File: src/hdl/gfdc_pkg.sv
// Constants, timing figures and types for the gauge filament and degas control.
// Assumes a single 25 MHz clock; all slow timing runs off a 1 ms enable.
package gfdc_pkg;

  localparam int CLK_HZ          = 25_000_000;
  localparam int TICK_US         = 1000;
  localparam int TICK_CYCLES     = CLK_HZ / 1_000_000 * TICK_US;
  localparam int TICK_W          = 16;

  localparam int REQ_LOW_MS      = 25;
  localparam int REQ_HIGH_MS     = 105;
  localparam int QUAL_W          = 8;

  localparam int START_DELAY_S   = 2;
  localparam int START_DELAY_MS  = START_DELAY_S * 1000;
  localparam int UPD_FAST_MS     = 500;
  localparam int UPD_SLOW_S      = 3;
  localparam int UPD_SLOW_MS     = UPD_SLOW_S * 1000;
  localparam int DEGAS_LIMIT_MIN = 15;
  localparam int DEGAS_LIMIT_MS  = DEGAS_LIMIT_MIN * 60 * 1000;
  localparam int PHASE_W         = 20;
  localparam int UPD_W           = 12;

  localparam int WDOG_TIMEOUT_MS = 100;
  localparam int WDOG_PULSE_MS   = 10;
  localparam int WDOG_W          = 8;

  // Pressure thresholds, mantissa as two BCD digits d.d
  localparam logic signed [7:0] DEGAS_EXP_LIM  = -8'sh05;
  localparam logic        [7:0] DEGAS_MANT_LIM = 8'h50;
  localparam logic        [7:0] TRIP_MANT      = 8'h10;
  localparam logic signed [7:0] TRIP_EXP_R0    = -8'sh03;
  localparam logic signed [7:0] TRIP_EXP_R1    = -8'sh04;
  localparam logic signed [7:0] TRIP_EXP_R2    = -8'sh05;

  localparam int NUM_REQ   = 6;
  localparam int REQ_FIL1  = 0;
  localparam int REQ_FIL2  = 1;
  localparam int REQ_DEGAS = 2;
  localparam int REQ_REM   = 3;

  typedef enum logic [1:0] {GFDC_OFF, GFDC_START, GFDC_ON, GFDC_DEGAS} gfdc_state_t;
  typedef enum logic {GFDC_Q_ARMED, GFDC_Q_REARM} gfdc_qual_t;

endpackage

File: src/hdl/gfdc_req_qual.sv
// One request input qualifier: synchroniser, low-time check, rearm gap.
// Assumes a 1 ms enable pulse on tick from the same clock domain.
`timescale 1ns/10ps
module gfdc_req_qual (
  input  wire logic clk,
  input  wire logic rst_n,
  input  wire logic tick,
  input  wire logic pin_n,
  output logic      req
);

  localparam int QUAL_W = gfdc_pkg::QUAL_W;

  logic                         meta_r;
  logic                         sync_r;
  gfdc_pkg::gfdc_qual_t         qstate_r;
  logic [gfdc_pkg::QUAL_W-1:0]  cnt_r;

  // Undriven pins idle high, so reset loads idle
  always_ff @(posedge clk or negedge rst_n)
    if (!rst_n)
    begin
      meta_r <= 1'b1; // [RQ12]
      sync_r <= 1'b1;
    end
    else
    begin
      meta_r <= pin_n; // [RQ21]
      sync_r <= meta_r;
    end

  always_ff @(posedge clk or negedge rst_n)
    if (!rst_n)
    begin
      qstate_r <= gfdc_pkg::GFDC_Q_ARMED;
      cnt_r    <= '0;
      req      <= 1'b0;
    end
    else
    begin
      req <= 1'b0;
      unique case (qstate_r)
        gfdc_pkg::GFDC_Q_ARMED:
        begin
          if (sync_r)
            cnt_r <= '0;
          else if (tick && cnt_r == QUAL_W'(gfdc_pkg::REQ_LOW_MS - 1))
          begin
            req      <= 1'b1; // [RQ10] [RQ21]
            cnt_r    <= '0;
            qstate_r <= gfdc_pkg::GFDC_Q_REARM;
          end
          else if (tick)
            cnt_r <= cnt_r + 1'b1;
        end
        gfdc_pkg::GFDC_Q_REARM:
        begin
          if (!sync_r)
            cnt_r <= '0; // [RQ11]
          else if (tick && cnt_r == QUAL_W'(gfdc_pkg::REQ_HIGH_MS - 1))
          begin
            cnt_r    <= '0;
            qstate_r <= gfdc_pkg::GFDC_Q_ARMED;
          end
          else if (tick)
            cnt_r <= cnt_r + 1'b1;
        end
      endcase
    end
endmodule // gfdc_req_qual

File: src/hdl/gfdc_top.sv
// Gauge filament and degas control: requests, interlocks, timers, display.
// Assumes pressure readings arrive from electrometer logic on CLK; pins are async.
`timescale 1ns/10ps
// Overview of operation
// RQ1: Filament request turns gauge on, that filament
// RQ2: Same filament request while on turns off
// RQ3: Show pressure two seconds after turn-on
// RQ4: Degas request toggles degas on and off
// RQ5: Filament request during degas ends degas
// RQ6: Degas ends automatically after fifteen minutes
// RQ7: Degas needs gauge on, pressure below 5e-5
// RQ8: Degas indicator lit exactly while degas active
// RQ9: Three active-low remote inputs mirror panel switches
// RQ10: Remote low must last 25 ms
// RQ11: High gap 105 ms before next request
// RQ12: Undriven remote inputs read as idle high
// RQ13: Filament status output active while filament on
// RQ14: Display every 0.5 s, slow: averaged 3 s
// RQ15: Display two-digit mantissa plus exponent
// RQ16: Overpressure one decade below range limit trips
// RQ17: Watchdog resets controller on missed checkpoints
// RQ18: Display bus carries BCD digits
// RQ19: Timer override disables fifteen-minute degas stop
// RQ20: Gauge off ends degas, clears status
// RQ21: Inputs synchronised, qualified, one pulse each
module gfdc_top #(
  parameter int TICK_CYCLES    = gfdc_pkg::TICK_CYCLES,
  parameter int DEGAS_LIMIT_MS = gfdc_pkg::DEGAS_LIMIT_MS
) (
  input  wire logic              CLK,
  input  wire logic              RESETN,
  input  wire logic              PANEL_FIL1_N,
  input  wire logic              PANEL_FIL2_N,
  input  wire logic              PANEL_DEGAS_N,
  input  wire logic              REMOTE_FIL1_N,
  input  wire logic              REMOTE_FIL2_N,
  input  wire logic              REMOTE_DEGAS_N,
  input  wire logic              SLOW_UPDATE,
  input  wire logic              DEGAS_TIMER_OVERRIDE,
  input  wire logic [1:0]        EMIS_RANGE,
  input  wire logic              PRESS_VALID,
  input  wire logic [7:0]        PRESS_MANT,
  input  wire logic signed [7:0] PRESS_EXP,
  input  wire logic              CPU_CHECKPOINT,
  output logic                   FIL1_ON,
  output logic                   FIL2_ON,
  output logic                   FIL_STATUS,
  output logic                   ION_SENSOR_TUBE_DEGAS,
  output logic                   DEGAS_LED,
  output logic                   DISP_VALID,
  output logic                   DISP_STROBE,
  output logic [7:0]             DISP_MANT,
  output logic                   DISP_EXP_NEG,
  output logic [7:0]             DISP_EXP,
  output logic                   CPU_RESET_N
);

  localparam int PHASE_W = gfdc_pkg::PHASE_W;
  localparam int TICK_W  = gfdc_pkg::TICK_W;
  localparam int UPD_W   = gfdc_pkg::UPD_W;
  localparam int WDOG_W  = gfdc_pkg::WDOG_W;

  logic [1:0]                  rst_sync_r;
  logic                        rst_n;
  logic [1:0]                  cfg_meta_r;
  logic [1:0]                  cfg_r;
  logic                        slow_mode;
  logic                        timer_override;
  logic [TICK_W-1:0]           tick_cnt_r;
  logic                        tick_r;
  logic [gfdc_pkg::NUM_REQ-1:0] req_pin_n;
  logic [gfdc_pkg::NUM_REQ-1:0] req_pulse;
  logic [1:0]                  fil_req;
  logic                        degas_req;
  gfdc_pkg::gfdc_state_t       state_r;
  gfdc_pkg::gfdc_state_t       state_nxt;
  logic                        sel_r;
  logic                        sel_nxt;
  logic [PHASE_W-1:0]          phase_ms_r;
  logic                        start_done;
  logic                        degas_done;
  logic                        press_seen_r;
  logic [7:0]                  press_mant_r;
  logic signed [7:0]           press_exp_r;
  logic                        press_ok;
  logic signed [7:0]           trip_exp;
  logic                        trip;
  logic [6:0]                  avg_r;
  logic signed [7:0]           avg_exp_r;
  logic [8:0]                  avg_sum;
  logic [UPD_W-1:0]            upd_ms_r;
  logic                        upd_due;
  logic                        disp_ok;
  logic [WDOG_W-1:0]           wd_ms_r;
  logic                        wd_fire;

  function automatic logic [6:0] bcd2bin(input logic [7:0] b);
    bcd2bin = {3'h0, b[7:4]} * 7'h0a + {3'h0, b[3:0]};
  endfunction

  function automatic logic [7:0] bin2bcd(input logic [6:0] v);
    bin2bcd = {4'(v / 7'd10), 4'(v % 7'd10)};
  endfunction

  // Reset release through two flops
  always_ff @(posedge CLK or negedge RESETN)
    if (!RESETN)
      rst_sync_r <= 2'b00;
    else
      rst_sync_r <= {rst_sync_r[0], 1'b1};

  assign rst_n = rst_sync_r[1];

  // Internal configuration switches are asynchronous pins
  always_ff @(posedge CLK or negedge rst_n)
    if (!rst_n)
    begin
      cfg_meta_r <= 2'b00;
      cfg_r      <= 2'b00;
    end
    else
    begin
      cfg_meta_r <= {DEGAS_TIMER_OVERRIDE, SLOW_UPDATE};
      cfg_r      <= cfg_meta_r;
    end

  assign slow_mode      = cfg_r[0];
  assign timer_override = cfg_r[1];

  // 1 ms enable
  always_ff @(posedge CLK or negedge rst_n)
    if (!rst_n)
    begin
      tick_cnt_r <= '0;
      tick_r     <= 1'b0;
    end
    else
    begin
      tick_r     <= (tick_cnt_r == TICK_W'(TICK_CYCLES - 1));
      tick_cnt_r <= (tick_cnt_r == TICK_W'(TICK_CYCLES - 1)) ? '0 : tick_cnt_r + 1'b1;
    end

  assign req_pin_n = {REMOTE_DEGAS_N, REMOTE_FIL2_N, REMOTE_FIL1_N,
                      PANEL_DEGAS_N, PANEL_FIL2_N, PANEL_FIL1_N};

  // Panel and remote inputs get one qualifier each, six in all
  for (genvar i = 0; i < gfdc_pkg::NUM_REQ; i++)
  begin : g_qual
    gfdc_req_qual u_qual (
      .clk   (CLK),
      .rst_n (rst_n),
      .tick  (tick_r),
      .pin_n (req_pin_n[i]),
      .req   (req_pulse[i])
    );
  end

  assign fil_req[0] = req_pulse[gfdc_pkg::REQ_FIL1] |
                      req_pulse[gfdc_pkg::REQ_REM + gfdc_pkg::REQ_FIL1]; // [RQ9]
  assign fil_req[1] = req_pulse[gfdc_pkg::REQ_FIL2] |
                      req_pulse[gfdc_pkg::REQ_REM + gfdc_pkg::REQ_FIL2]; // [RQ9]
  assign degas_req  = req_pulse[gfdc_pkg::REQ_DEGAS] |
                      req_pulse[gfdc_pkg::REQ_REM + gfdc_pkg::REQ_DEGAS]; // [RQ9]

  // Latest reading, forgotten while the gauge is off
  always_ff @(posedge CLK or negedge rst_n)
    if (!rst_n)
    begin
      press_seen_r <= 1'b0;
      press_mant_r <= '0;
      press_exp_r  <= '0;
    end
    else if (state_r == gfdc_pkg::GFDC_OFF)
      press_seen_r <= 1'b0;
    else if (PRESS_VALID)
    begin
      press_seen_r <= 1'b1;
      press_mant_r <= PRESS_MANT;
      press_exp_r  <= PRESS_EXP;
    end

  assign press_ok = press_seen_r && (press_exp_r < gfdc_pkg::DEGAS_EXP_LIM ||
                    (press_exp_r == gfdc_pkg::DEGAS_EXP_LIM &&
                     press_mant_r < gfdc_pkg::DEGAS_MANT_LIM)); // [RQ7]

  always_comb
  begin
    unique case (EMIS_RANGE)
      2'b00:   trip_exp = gfdc_pkg::TRIP_EXP_R0;
      2'b01:   trip_exp = gfdc_pkg::TRIP_EXP_R1;
      default: trip_exp = gfdc_pkg::TRIP_EXP_R2;
    endcase
  end

  assign trip = PRESS_VALID && (PRESS_EXP > trip_exp ||
                (PRESS_EXP == trip_exp && PRESS_MANT > gfdc_pkg::TRIP_MANT)); // [RQ16]

  assign start_done = phase_ms_r >= PHASE_W'(gfdc_pkg::START_DELAY_MS); // [RQ3]
  assign degas_done = !timer_override &&
                      phase_ms_r >= PHASE_W'(DEGAS_LIMIT_MS); // [RQ6] [RQ19]

  // Trip first, then filament, then degas, then timers
  always_comb
  begin
    state_nxt = state_r;
    sel_nxt   = sel_r;
    if (state_r != gfdc_pkg::GFDC_OFF && trip)
      state_nxt = gfdc_pkg::GFDC_OFF; // [RQ16] [RQ20]
    else if (fil_req != 2'b00)
    begin
      sel_nxt = !fil_req[0];
      unique case (state_r)
        gfdc_pkg::GFDC_OFF:
          state_nxt = gfdc_pkg::GFDC_START; // [RQ1]
        gfdc_pkg::GFDC_START, gfdc_pkg::GFDC_ON:
          state_nxt = (sel_nxt == sel_r) ? gfdc_pkg::GFDC_OFF : gfdc_pkg::GFDC_START; // [RQ2]
        gfdc_pkg::GFDC_DEGAS:
          state_nxt = (sel_nxt == sel_r) ? gfdc_pkg::GFDC_ON : gfdc_pkg::GFDC_START; // [RQ5]
      endcase
    end
    else if (degas_req)
    begin
      if (state_r == gfdc_pkg::GFDC_ON && press_ok)
        state_nxt = gfdc_pkg::GFDC_DEGAS; // [RQ4] [RQ7]
      else if (state_r == gfdc_pkg::GFDC_DEGAS)
        state_nxt = gfdc_pkg::GFDC_ON; // [RQ4]
    end
    else if (state_r == gfdc_pkg::GFDC_START && start_done)
      state_nxt = gfdc_pkg::GFDC_ON; // [RQ3]
    else if (state_r == gfdc_pkg::GFDC_DEGAS && degas_done)
      state_nxt = gfdc_pkg::GFDC_ON; // [RQ6]
  end

  always_ff @(posedge CLK or negedge rst_n)
    if (!rst_n)
    begin
      state_r <= gfdc_pkg::GFDC_OFF;
      sel_r   <= 1'b0;
    end
    else
    begin
      state_r <= state_nxt;
      sel_r   <= sel_nxt;
    end

  // Time spent in the current state, in ms
  always_ff @(posedge CLK or negedge rst_n)
    if (!rst_n)
      phase_ms_r <= '0;
    else if (state_nxt != state_r)
      phase_ms_r <= '0;
    else if (tick_r && !(&phase_ms_r))
      phase_ms_r <= phase_ms_r + 1'b1;

  // Drive outputs from next state so they align with state_r
  always_ff @(posedge CLK or negedge rst_n)
    if (!rst_n)
    begin
      FIL1_ON               <= 1'b0;
      FIL2_ON               <= 1'b0;
      FIL_STATUS            <= 1'b0;
      ION_SENSOR_TUBE_DEGAS <= 1'b0;
      DEGAS_LED             <= 1'b0;
      DISP_VALID            <= 1'b0;
    end
    else
    begin
      FIL1_ON               <= state_nxt != gfdc_pkg::GFDC_OFF && !sel_nxt; // [RQ1]
      FIL2_ON               <= state_nxt != gfdc_pkg::GFDC_OFF && sel_nxt; // [RQ1]
      FIL_STATUS            <= state_nxt != gfdc_pkg::GFDC_OFF; // [RQ13] [RQ20]
      ION_SENSOR_TUBE_DEGAS <= state_nxt == gfdc_pkg::GFDC_DEGAS; // [RQ4]
      DEGAS_LED             <= state_nxt == gfdc_pkg::GFDC_DEGAS; // [RQ8]
      DISP_VALID            <= disp_ok; // [RQ3]
    end

  // Slow mode keeps a running 3:1 average of mantissas within one decade
  assign avg_sum = {2'h0, avg_r} * 9'h003 + {2'h0, bcd2bin(PRESS_MANT)};

  always_ff @(posedge CLK or negedge rst_n)
    if (!rst_n)
    begin
      avg_r     <= '0;
      avg_exp_r <= '0;
    end
    else if (PRESS_VALID)
    begin
      avg_exp_r <= PRESS_EXP;
      if (slow_mode && PRESS_EXP == avg_exp_r)
        avg_r <= avg_sum[8:2]; // [RQ14]
      else
        avg_r <= bcd2bin(PRESS_MANT);
    end

  assign disp_ok = state_nxt == gfdc_pkg::GFDC_ON || state_nxt == gfdc_pkg::GFDC_DEGAS;

  // At or past period end, so a mode switch cannot miss it
  assign upd_due = tick_r && upd_ms_r >= (slow_mode ? UPD_W'(gfdc_pkg::UPD_SLOW_MS - 1)
                                                    : UPD_W'(gfdc_pkg::UPD_FAST_MS - 1));

  always_ff @(posedge CLK or negedge rst_n)
    if (!rst_n)
      upd_ms_r <= '0;
    else if (upd_due)
      upd_ms_r <= '0; // [RQ14]
    else if (tick_r)
      upd_ms_r <= upd_ms_r + 1'b1;

  always_ff @(posedge CLK or negedge rst_n)
    if (!rst_n)
    begin
      DISP_STROBE  <= 1'b0;
      DISP_MANT    <= '0;
      DISP_EXP_NEG <= 1'b0;
      DISP_EXP     <= '0;
    end
    else
    begin
      // Next state gates it, so no strobe lands in START or OFF
      DISP_STROBE <= upd_due && disp_ok; // [RQ3]
      if (upd_due && disp_ok)
      begin
        DISP_MANT    <= bin2bcd(avg_r); // [RQ15] [RQ18]
        DISP_EXP_NEG <= avg_exp_r[7];
        DISP_EXP     <= bin2bcd(avg_exp_r[7] ? 7'(-avg_exp_r) : avg_exp_r[6:0]); // [RQ18]
      end
    end

  // Watchdog on controller checkpoints, then a fixed reset pulse
  assign wd_fire = tick_r && CPU_RESET_N &&
                   wd_ms_r == WDOG_W'(gfdc_pkg::WDOG_TIMEOUT_MS - 1);

  always_ff @(posedge CLK or negedge rst_n)
    if (!rst_n)
    begin
      wd_ms_r     <= '0;
      CPU_RESET_N <= 1'b1;
    end
    else if (wd_fire)
    begin
      wd_ms_r     <= '0;
      CPU_RESET_N <= 1'b0; // [RQ17]
    end
    else if (!CPU_RESET_N)
    begin
      if (tick_r && wd_ms_r == WDOG_W'(gfdc_pkg::WDOG_PULSE_MS - 1))
      begin
        wd_ms_r     <= '0;
        CPU_RESET_N <= 1'b1;
      end
      else if (tick_r)
        wd_ms_r <= wd_ms_r + 1'b1;
    end
    else if (CPU_CHECKPOINT)
      wd_ms_r <= '0;
    else if (tick_r)
      wd_ms_r <= wd_ms_r + 1'b1;
endmodule // gfdc_top

File: config.mk
export PLATFORM = sky130hd
export DESIGN_NAME = gfdc_top
export DESIGN_NICKNAME = d
export VERILOG_FILES = /design/src/hdl/gfdc_pkg.sv /design/src/hdl/gfdc_req_qual.sv /design/src/hdl/gfdc_top.sv
export SDC_FILE = /design/constraint.sdc
export NUM_CORES = 1
export LEC_CHECK = 0
export BUFFER_PORTS_ARGS = -buffer_cell sky130_fd_sc_hd__buf_2
export CORE_MARGIN = 10
export CORE_UTILIZATION = 67
export DETAILED_ROUTE_END_ITERATION = 7
export PLACE_DENSITY = 0.86
export SLEW_MARGIN = 20
export SYNTH_ARGS = -nofsm -noshare
export SYNTH_HDL_FRONTEND = slang
export SYNTH_HIERARCHICAL = 1
export SYNTH_SLANG_ARGS = --single-unit
File: constraint.sdc
create_clock -name CLK -period 9 [get_ports CLK]
set_clock_uncertainty 0.15 [all_clocks]
set_input_delay 1.8 -clock CLK [delete_from_list [all_inputs] [get_ports CLK]]
set_output_delay 1.8 -clock CLK [all_outputs]
set_load 0.03 [all_outputs]
; Yosys cells after proc, flatten, opt, wreduce, memory -nomap -nowiden
; Index checks and enable logic that the tools add are counted.
[classes]
n_addsub = 13
mul = 2
n_div = 4
order_cmp = 7
eq_ne = 26
n_shift = 0
mux = 103
n_bitwise = 10
n_reduce_logical = 48
[ops]
columns = cell, count
row1 = 2-to-1 mux 8 bit, 35
row2 = case mux 8 bit (2 select lines), 6
row3 = "adder 8 x 1 -> 8 bit, second input constant", 7
row4 = "== test 8 x 7 -> 1 bit, second input constant", 7
row5 = "== test 8 x 5 -> 1 bit, second input constant", 6
row6 = 2-to-1 mux 20 bit, 2
row7 = 2-to-1 mux 1 bit, 38
row8 = 2-to-1 mux 12 bit, 3
row9 = logical AND 1 bit, 30
row10 = "adder 20 x 1 -> 20 bit, second input constant", 1
row11 = ">= comparator 20 x 11 -> 1 bit, second input constant", 1
row12 = ">= comparator 20 bit, second input constant", 1
row13 = AND reduction 20 bit, 1
row14 = "adder 16 x 1 -> 16 bit, second input constant", 1
row15 = "== test 16 x 15 -> 1 bit, second input constant", 1
row16 = "== test 8 x 4 -> 1 bit, second input constant", 2
row17 = == test 8 bit, 2
row18 = 2-to-1 mux 16 bit, 1
row19 = 2-to-1 mux 2 bit, 8
row20 = "divider 7 x 4 -> 7 bit, second input constant", 2
row21 = "modulo 7 x 4 -> 7 bit, second input constant", 2
row22 = 2-to-1 mux 7 bit, 2
row23 = "adder 12 x 1 -> 12 bit, second input constant", 1
row24 = >= comparator 12 bit, 1
row25 = other kinds (24), 52
[word_totals]
reg_bits = 194
latch_bits = 0
mem_bits_rw = 0
romBits = 0
in_bits = 30
out_inout_bits = 25
elab_cells = 268
n_memories = 0

; Depth between registers and ports, before layout
[depth]
word_depth = 12
mapped_depth = 17
ltp_nobuf = 16

; Modules after synthesis
; The synthesis kept the hierarchy.
[modules_own_cells]
columns = module, n_inst, cells_per_inst, area_each_um2, seq_area_each_um2
row1 = gfdc_top, 1, 810, 7425.9, 2954.1
row2 = gfdc_req_qual, 6, 54, 641.9, 302.8

; Least setup slack after synthesis
; No wires, ideal clock.
[synth_timing]
path_type = input -> register
start = input port PRESS_MANT[1]
end = register avg_r[6]
setup_ns = 0.131
arrival_time_ns = 4.610
required_ns = 8.719
setup_slack_ns = 4.109
cell_stages = 16
path_buffers = 0
path_cell_list = ha_1 > fa_1 > inv_1 > fa_1 > inv_1 > ha_1 > and4b_1 > o21ai_0 > nand2b_1 > a21o_1 > a21o_1 > a21o_1 > a21oi_1 > mux2i_1 > nand2_1 > o21ai_0
[synth_via]
elab_chain_len = 3
[synth_lines]
columns = element, line_no
row1 = start: declaration, gfdc_top.sv:42  ; input wire logic [7:0] PRESS_MANT,
row2 = adder 7 x 4 -> 7 bit *, gfdc_top.sv:98  ; bcd2bin = {3'h0, b[7:4]} * 7'h0a + {3'h0, b[3:0]};
row3 = adder 9 x 7 -> 9 bit, gfdc_top.sv:277  ; assign avg_sum = {2'h0, avg_r} * 9'h003 + {2'h0, bcd2bin(PRESS_MANT)};
row4 = 2-to-1 mux 7 bit *, gfdc_top.sv:288  ; if (slow_mode && PRESS_EXP == avg_exp_r)
row5 = end signal: assignment, gfdc_top.sv:289  ; avg_r <= avg_sum[8:2];
row6 = end signal: assignment, gfdc_top.sv:291  ; avg_r <= bcd2bin(PRESS_MANT);
row7 = end: declaration, gfdc_top.sv:88  ; logic [6:0] avg_r;
; Every way passes the cells marked *; elsewhere a longest branch is shown, timed or not.
; A chain may end at the register's enable or synchronous reset.

; Worst setup path in the final report
[layout_timing]
start = input port PRESS_MANT[4]
end = register avg_r[6]
[layout_via]
elab_chain_len = 4
[layout_lines]
columns = element, line_no
row1 = multiplier 4 x 3 -> 6 bit *, gfdc_top.sv:98
row2 = adder 7 x 4 -> 7 bit *, gfdc_top.sv:98
row3 = adder 9 x 7 -> 9 bit, gfdc_top.sv:277
row4 = 2-to-1 mux 7 bit *, gfdc_top.sv:288
; Marked as above.

==> flow_metrics.py <==
metrics = {
    "logic_synthesis": {
        "ys_ff_latch": 190,
        "syn_area_per_cell_um2": 9.94,
        "synthesis.instances": 1134,
        "ys_types": 83,
        "synth_commonest_cells": "dfrtp_1 (177), nor2_1 (101), nand2_1 (90), o21ai_0 (72), inv_1 (62)",
        "yosysSeqAreaShare_pct": 42.3,
        "synth_edf_count": 0,
        "synthFlopType": "dfrtp_1",
        "synth_top_area_share_pct": 39.3,
        "synth_nets": 1230,
        "yosys_warnings": 6,
        "yosysMostFrequentCell": "dfrtp_1",
        "yosysTopAreaCell": "dfrtp_1",
        "ys_top_cells_by_area": "dfrtp_1 (39%), ha_1 (6.3%), xor2_1 (4.3%), xnor2_1 (3.4%), nor2_1 (3.4%)",
        "async_flop_share_pct": 100,
        "synth_area_um2": 11300,
    },
    "finish": {
        "nets": 1272,
        "n_antenna_cell": 0,
        "syn_to_final_growth_pct": 9.54,
        "nFillCells": 1086,
        "fin_util_pct": 74.8,
        "layout-drive-gt1-share_pct": 15.5,
    },
    "clock_tree": {
        "clk_path_buf_depth": 2,
        "clock_sinks": 190,
        "cts_setup_buffers": 0,
        "ctsHoldBuffers": 0,
        "numCtsBuffers": 17,
        "clkTransAtPathRegs_ns": 0.07,
        "cts_tree": "yes",
        "htreeDepth": 4,
        "clk_latency_ns": 0.43,
        "root_buffer": "clkbuf_16",
        "cts.repair.resized": 0,
    },
    "run_status": {
        "outcome": "complete, no violations",
    },
    "timing": {
        "final_max_slew_viol_count": 0,
        "setup_viol": 0,
        "rsz0062_at_grt": "false",
        "timing.final.crit_share_pct": 54.7,
        "worst_pin_slew_ns": 0.914,
        "max_freq_mhz": 203,
        "finalCriticalPeriod_ns": 4.92,
        "final-hold-violation-count": 0,
        "slew_headroom_pct": 39.1,
        "setup_tns_ns": 0,
    },
    "pwr": {
        "sw_frac_of_total_pct": 29.6,
        "p_seq_share_pct": 41.9,
        "net-switching-power_uw": 683,
        "internal_power_uw": 1620,
        "p_leak_uw": 0.00545,
        "vdd_drop_max_mv": 0.135,
        "pwr-share-clk_pct": 34.7,
        "p_comb_share_pct": 23.5,
        "powerDensity_nw_per_um2": 187,
    },
    "setup_path": {
        "cp.arrival_ns": 5.07,
        "startpoint_type": "primary input",
        "crit_family": "adder cells",
        "worstSetupPathType": "primary input to register",
        "slowest_delay_ns": 0.54,
        "critPathSlowestCell": "fa_1",
        "required_ns": 9.15,
        "end_kind": "register",
        "cp_num_buf_inv": 3,
        "worstPathMaxFanout": 4,
        "crit_path_cell_trace": "buf_2, ha_1, fa_1, inv_1, fa_1, inv_1, ha_1, and4b_1, o21ai_0, nand2b_1, a21o_1, a21o_1, a21o_1, a21oi_1, mux2i_1, nand2_1, o21ai_0",
        "crit_top_cell": "a21o_1",
    },
    "flow_run": {
        "maxCapViolations": 0,
    },
    "global_route": {
        "grt_pass1_wl_um": 39400,
        "grt_pass1_vias": 8433,
        "antenna_found_initial": 0,
        "overflow": 0,
        "track_usage_pct": 21.0,
        "grt_max_degree": 76,
    },
    "routing": {
        "first_iter_violations": 619,
        "vias": 8533,
        "wl_per_cell_um": 16.2,
        "drt_drc_violations_left": 0,
        "antenna_left": 0,
        "drt-total-wl_um": 22800,
        "firstDrtPassIters": 6,
        "vias_per_cell": 6.06,
    },
    "floorplanning": {
        "rows": 47,
        "initial_utilization_pct": 68.2,
        "core_area_um2": 16500,
        "dieArea_um2": 22400,
        "die_w_um": 150,
        "die_h_um": 150,
        "ios": 55,
    },
    "placement": {
        "place_congestion": 0.858,
        "dp_hpwl_um": 15900,
        "port_buffers": 54,
    },
    "hold_path": {
        "holdCritPathClass": "register to asynchronous set/reset pin",
    },
}
per-stage QoR:
| stage | total power, uW | setup WS, ns | area (um2) | hold slack, ns | cells |
|---|---|---|---|---|---|
| final | 2310 | 4.08 | 12400 | 0.189 | 1409 |
| after global routing | 2430 | 3.84 | 12400 | 0.204 | 1409 |
| after CTS | 2310 | 4.08 | 12300 | 0.200 | 1409 |
| after detailed placement | 1510 | 3.71 | 11700 | 0.186 | 1377 |
| after global placement | 1490 | 3.80 | 11700 | 0.184 | 1377 |
| after floorplan | 1390 | 3.19 | 11300 | 0.181 | 1134 |
cells in the final DEF (no fill, tap or decap), drive strengths merged, types with 8 or more instances in the layout:
master	n
a21o	14
a21oi	50
a22oi	19
and3	10
buf	59
clkbuf	22
dfrtp	177
dfstp	13
fa	9
ha	57
inv	64
mux2	19
mux2i	13
nand2	96
nand2b	15
nand3	43
nand4	29
nor2	101
nor2b	14
nor3	22
nor4	8
o211ai	14
o21ai	75
o31ai	15
o41ai	10
or3	18
or4	14
xnor2	44
xor2	56
sequential cells by signal (all words and copies together) (netlist names), 7 cells and up:
register             cells
DISP_EXP                 8
DISP_MANT                8
avg_exp_r                8
avg_r                    7
g_qual.u_qual/cnt_r     48
phase_ms_r              20
press_exp_r              8
tick_cnt_r              16
upd_ms_r                12
wd_ms_r                  8
worst register-to-register path, stage by stage (launching register included):
cell       delay, ns
dfrtp_1         0.64
inv_1           0.31
ha_1            0.27
nand2b_1        0.22
a21oi_2         0.23
mux2i_2         0.36
o311a_1         0.24
o22ai_2         0.20
and3_1          0.26
nor3_1          0.20
ha_1            0.31
o41ai_2         0.15
a2111oi_2       0.60
nor3b_1         0.13
o31ai_1         0.27
cell type report:
cell class	count	area [um2]	share of cell area, %
clock inverters	10	159	1.29
flip-flops and latches	190	4780	38.7
well taps	220	275	2.23
multi-input cells	844	6120	49.5
repair buffers	59	308	2.49
inverters	64	240	1.94
clock buffers	22	474	3.84
metal layers:
metal	vias up	GRT usage (%)	wire [um]
li1	4119	-	-
met1	4165	26.8	10100
met2	210	35.3	11300
met3	39	3.71	979
met4	0	7.14	461
met5	-	0	0
worst paths after layout:
kind | from | endpoint | slack, ns | cells after the start
min in group CLK | rst_sync_r[0]$_DFF_PN0_ | rst_sync_r[1]$_DFF_PN0_ | 0.20 | 0
hold reg to reg | rst_sync_r[1]$_DFF_PN0_ | wd_ms_r[6]$_DFF_PN0_ | 0.19 | 0
max in group asynchronous | rst_sync_r[1]$_DFF_PN0_ | g_qual[0].u_qual/cnt_r[4]$_DFF_PN0_ | 6.39 | 2
hold / removal | rst_sync_r[1]$_DFF_PN0_ | wd_ms_r[6]$_DFF_PN0_ | 0.19 | 0
setup / recovery | PRESS_MANT[4] | avg_r[6]$_DFFE_PN0P_ | 4.08 | 17
setup reg to reg | avg_r[2]$_DFFE_PN0P_ | DISP_MANT[2]$_DFFE_PN0P_ | 4.37 | 14
power groups by stage:
| stage | clock (uW) | combinational [uW] | sequential [uW] |
|---|---|---|---|
| final | 799 | 541 | 966 |
| after global routing | 851 | 607 | 972 |
| after CTS | 812 | 537 | 963 |
| after detailed placement | 0 | 530 | 978 |
| after global placement | 0 | 513 | 974 |
| after floorplan | 0 | 422 | 969 |
kinds of logic after synthesis:
kind of cell / after synthesis / synth area share [%]
xor gates and xnor gates: 100 / 7.77
adders and majority gates: 67 / 8.01
AOI/OAI and AO/OA: 245 / 15.9
and+or+nand+nor: 399 / 19.3
muxes: 32 / 3.08
DFF: 190 / 42.3
buffers and inverters: 100 / 3.62
other: 1 / 0.0333
No activity file was read; power rests on OpenSTA's default activity.
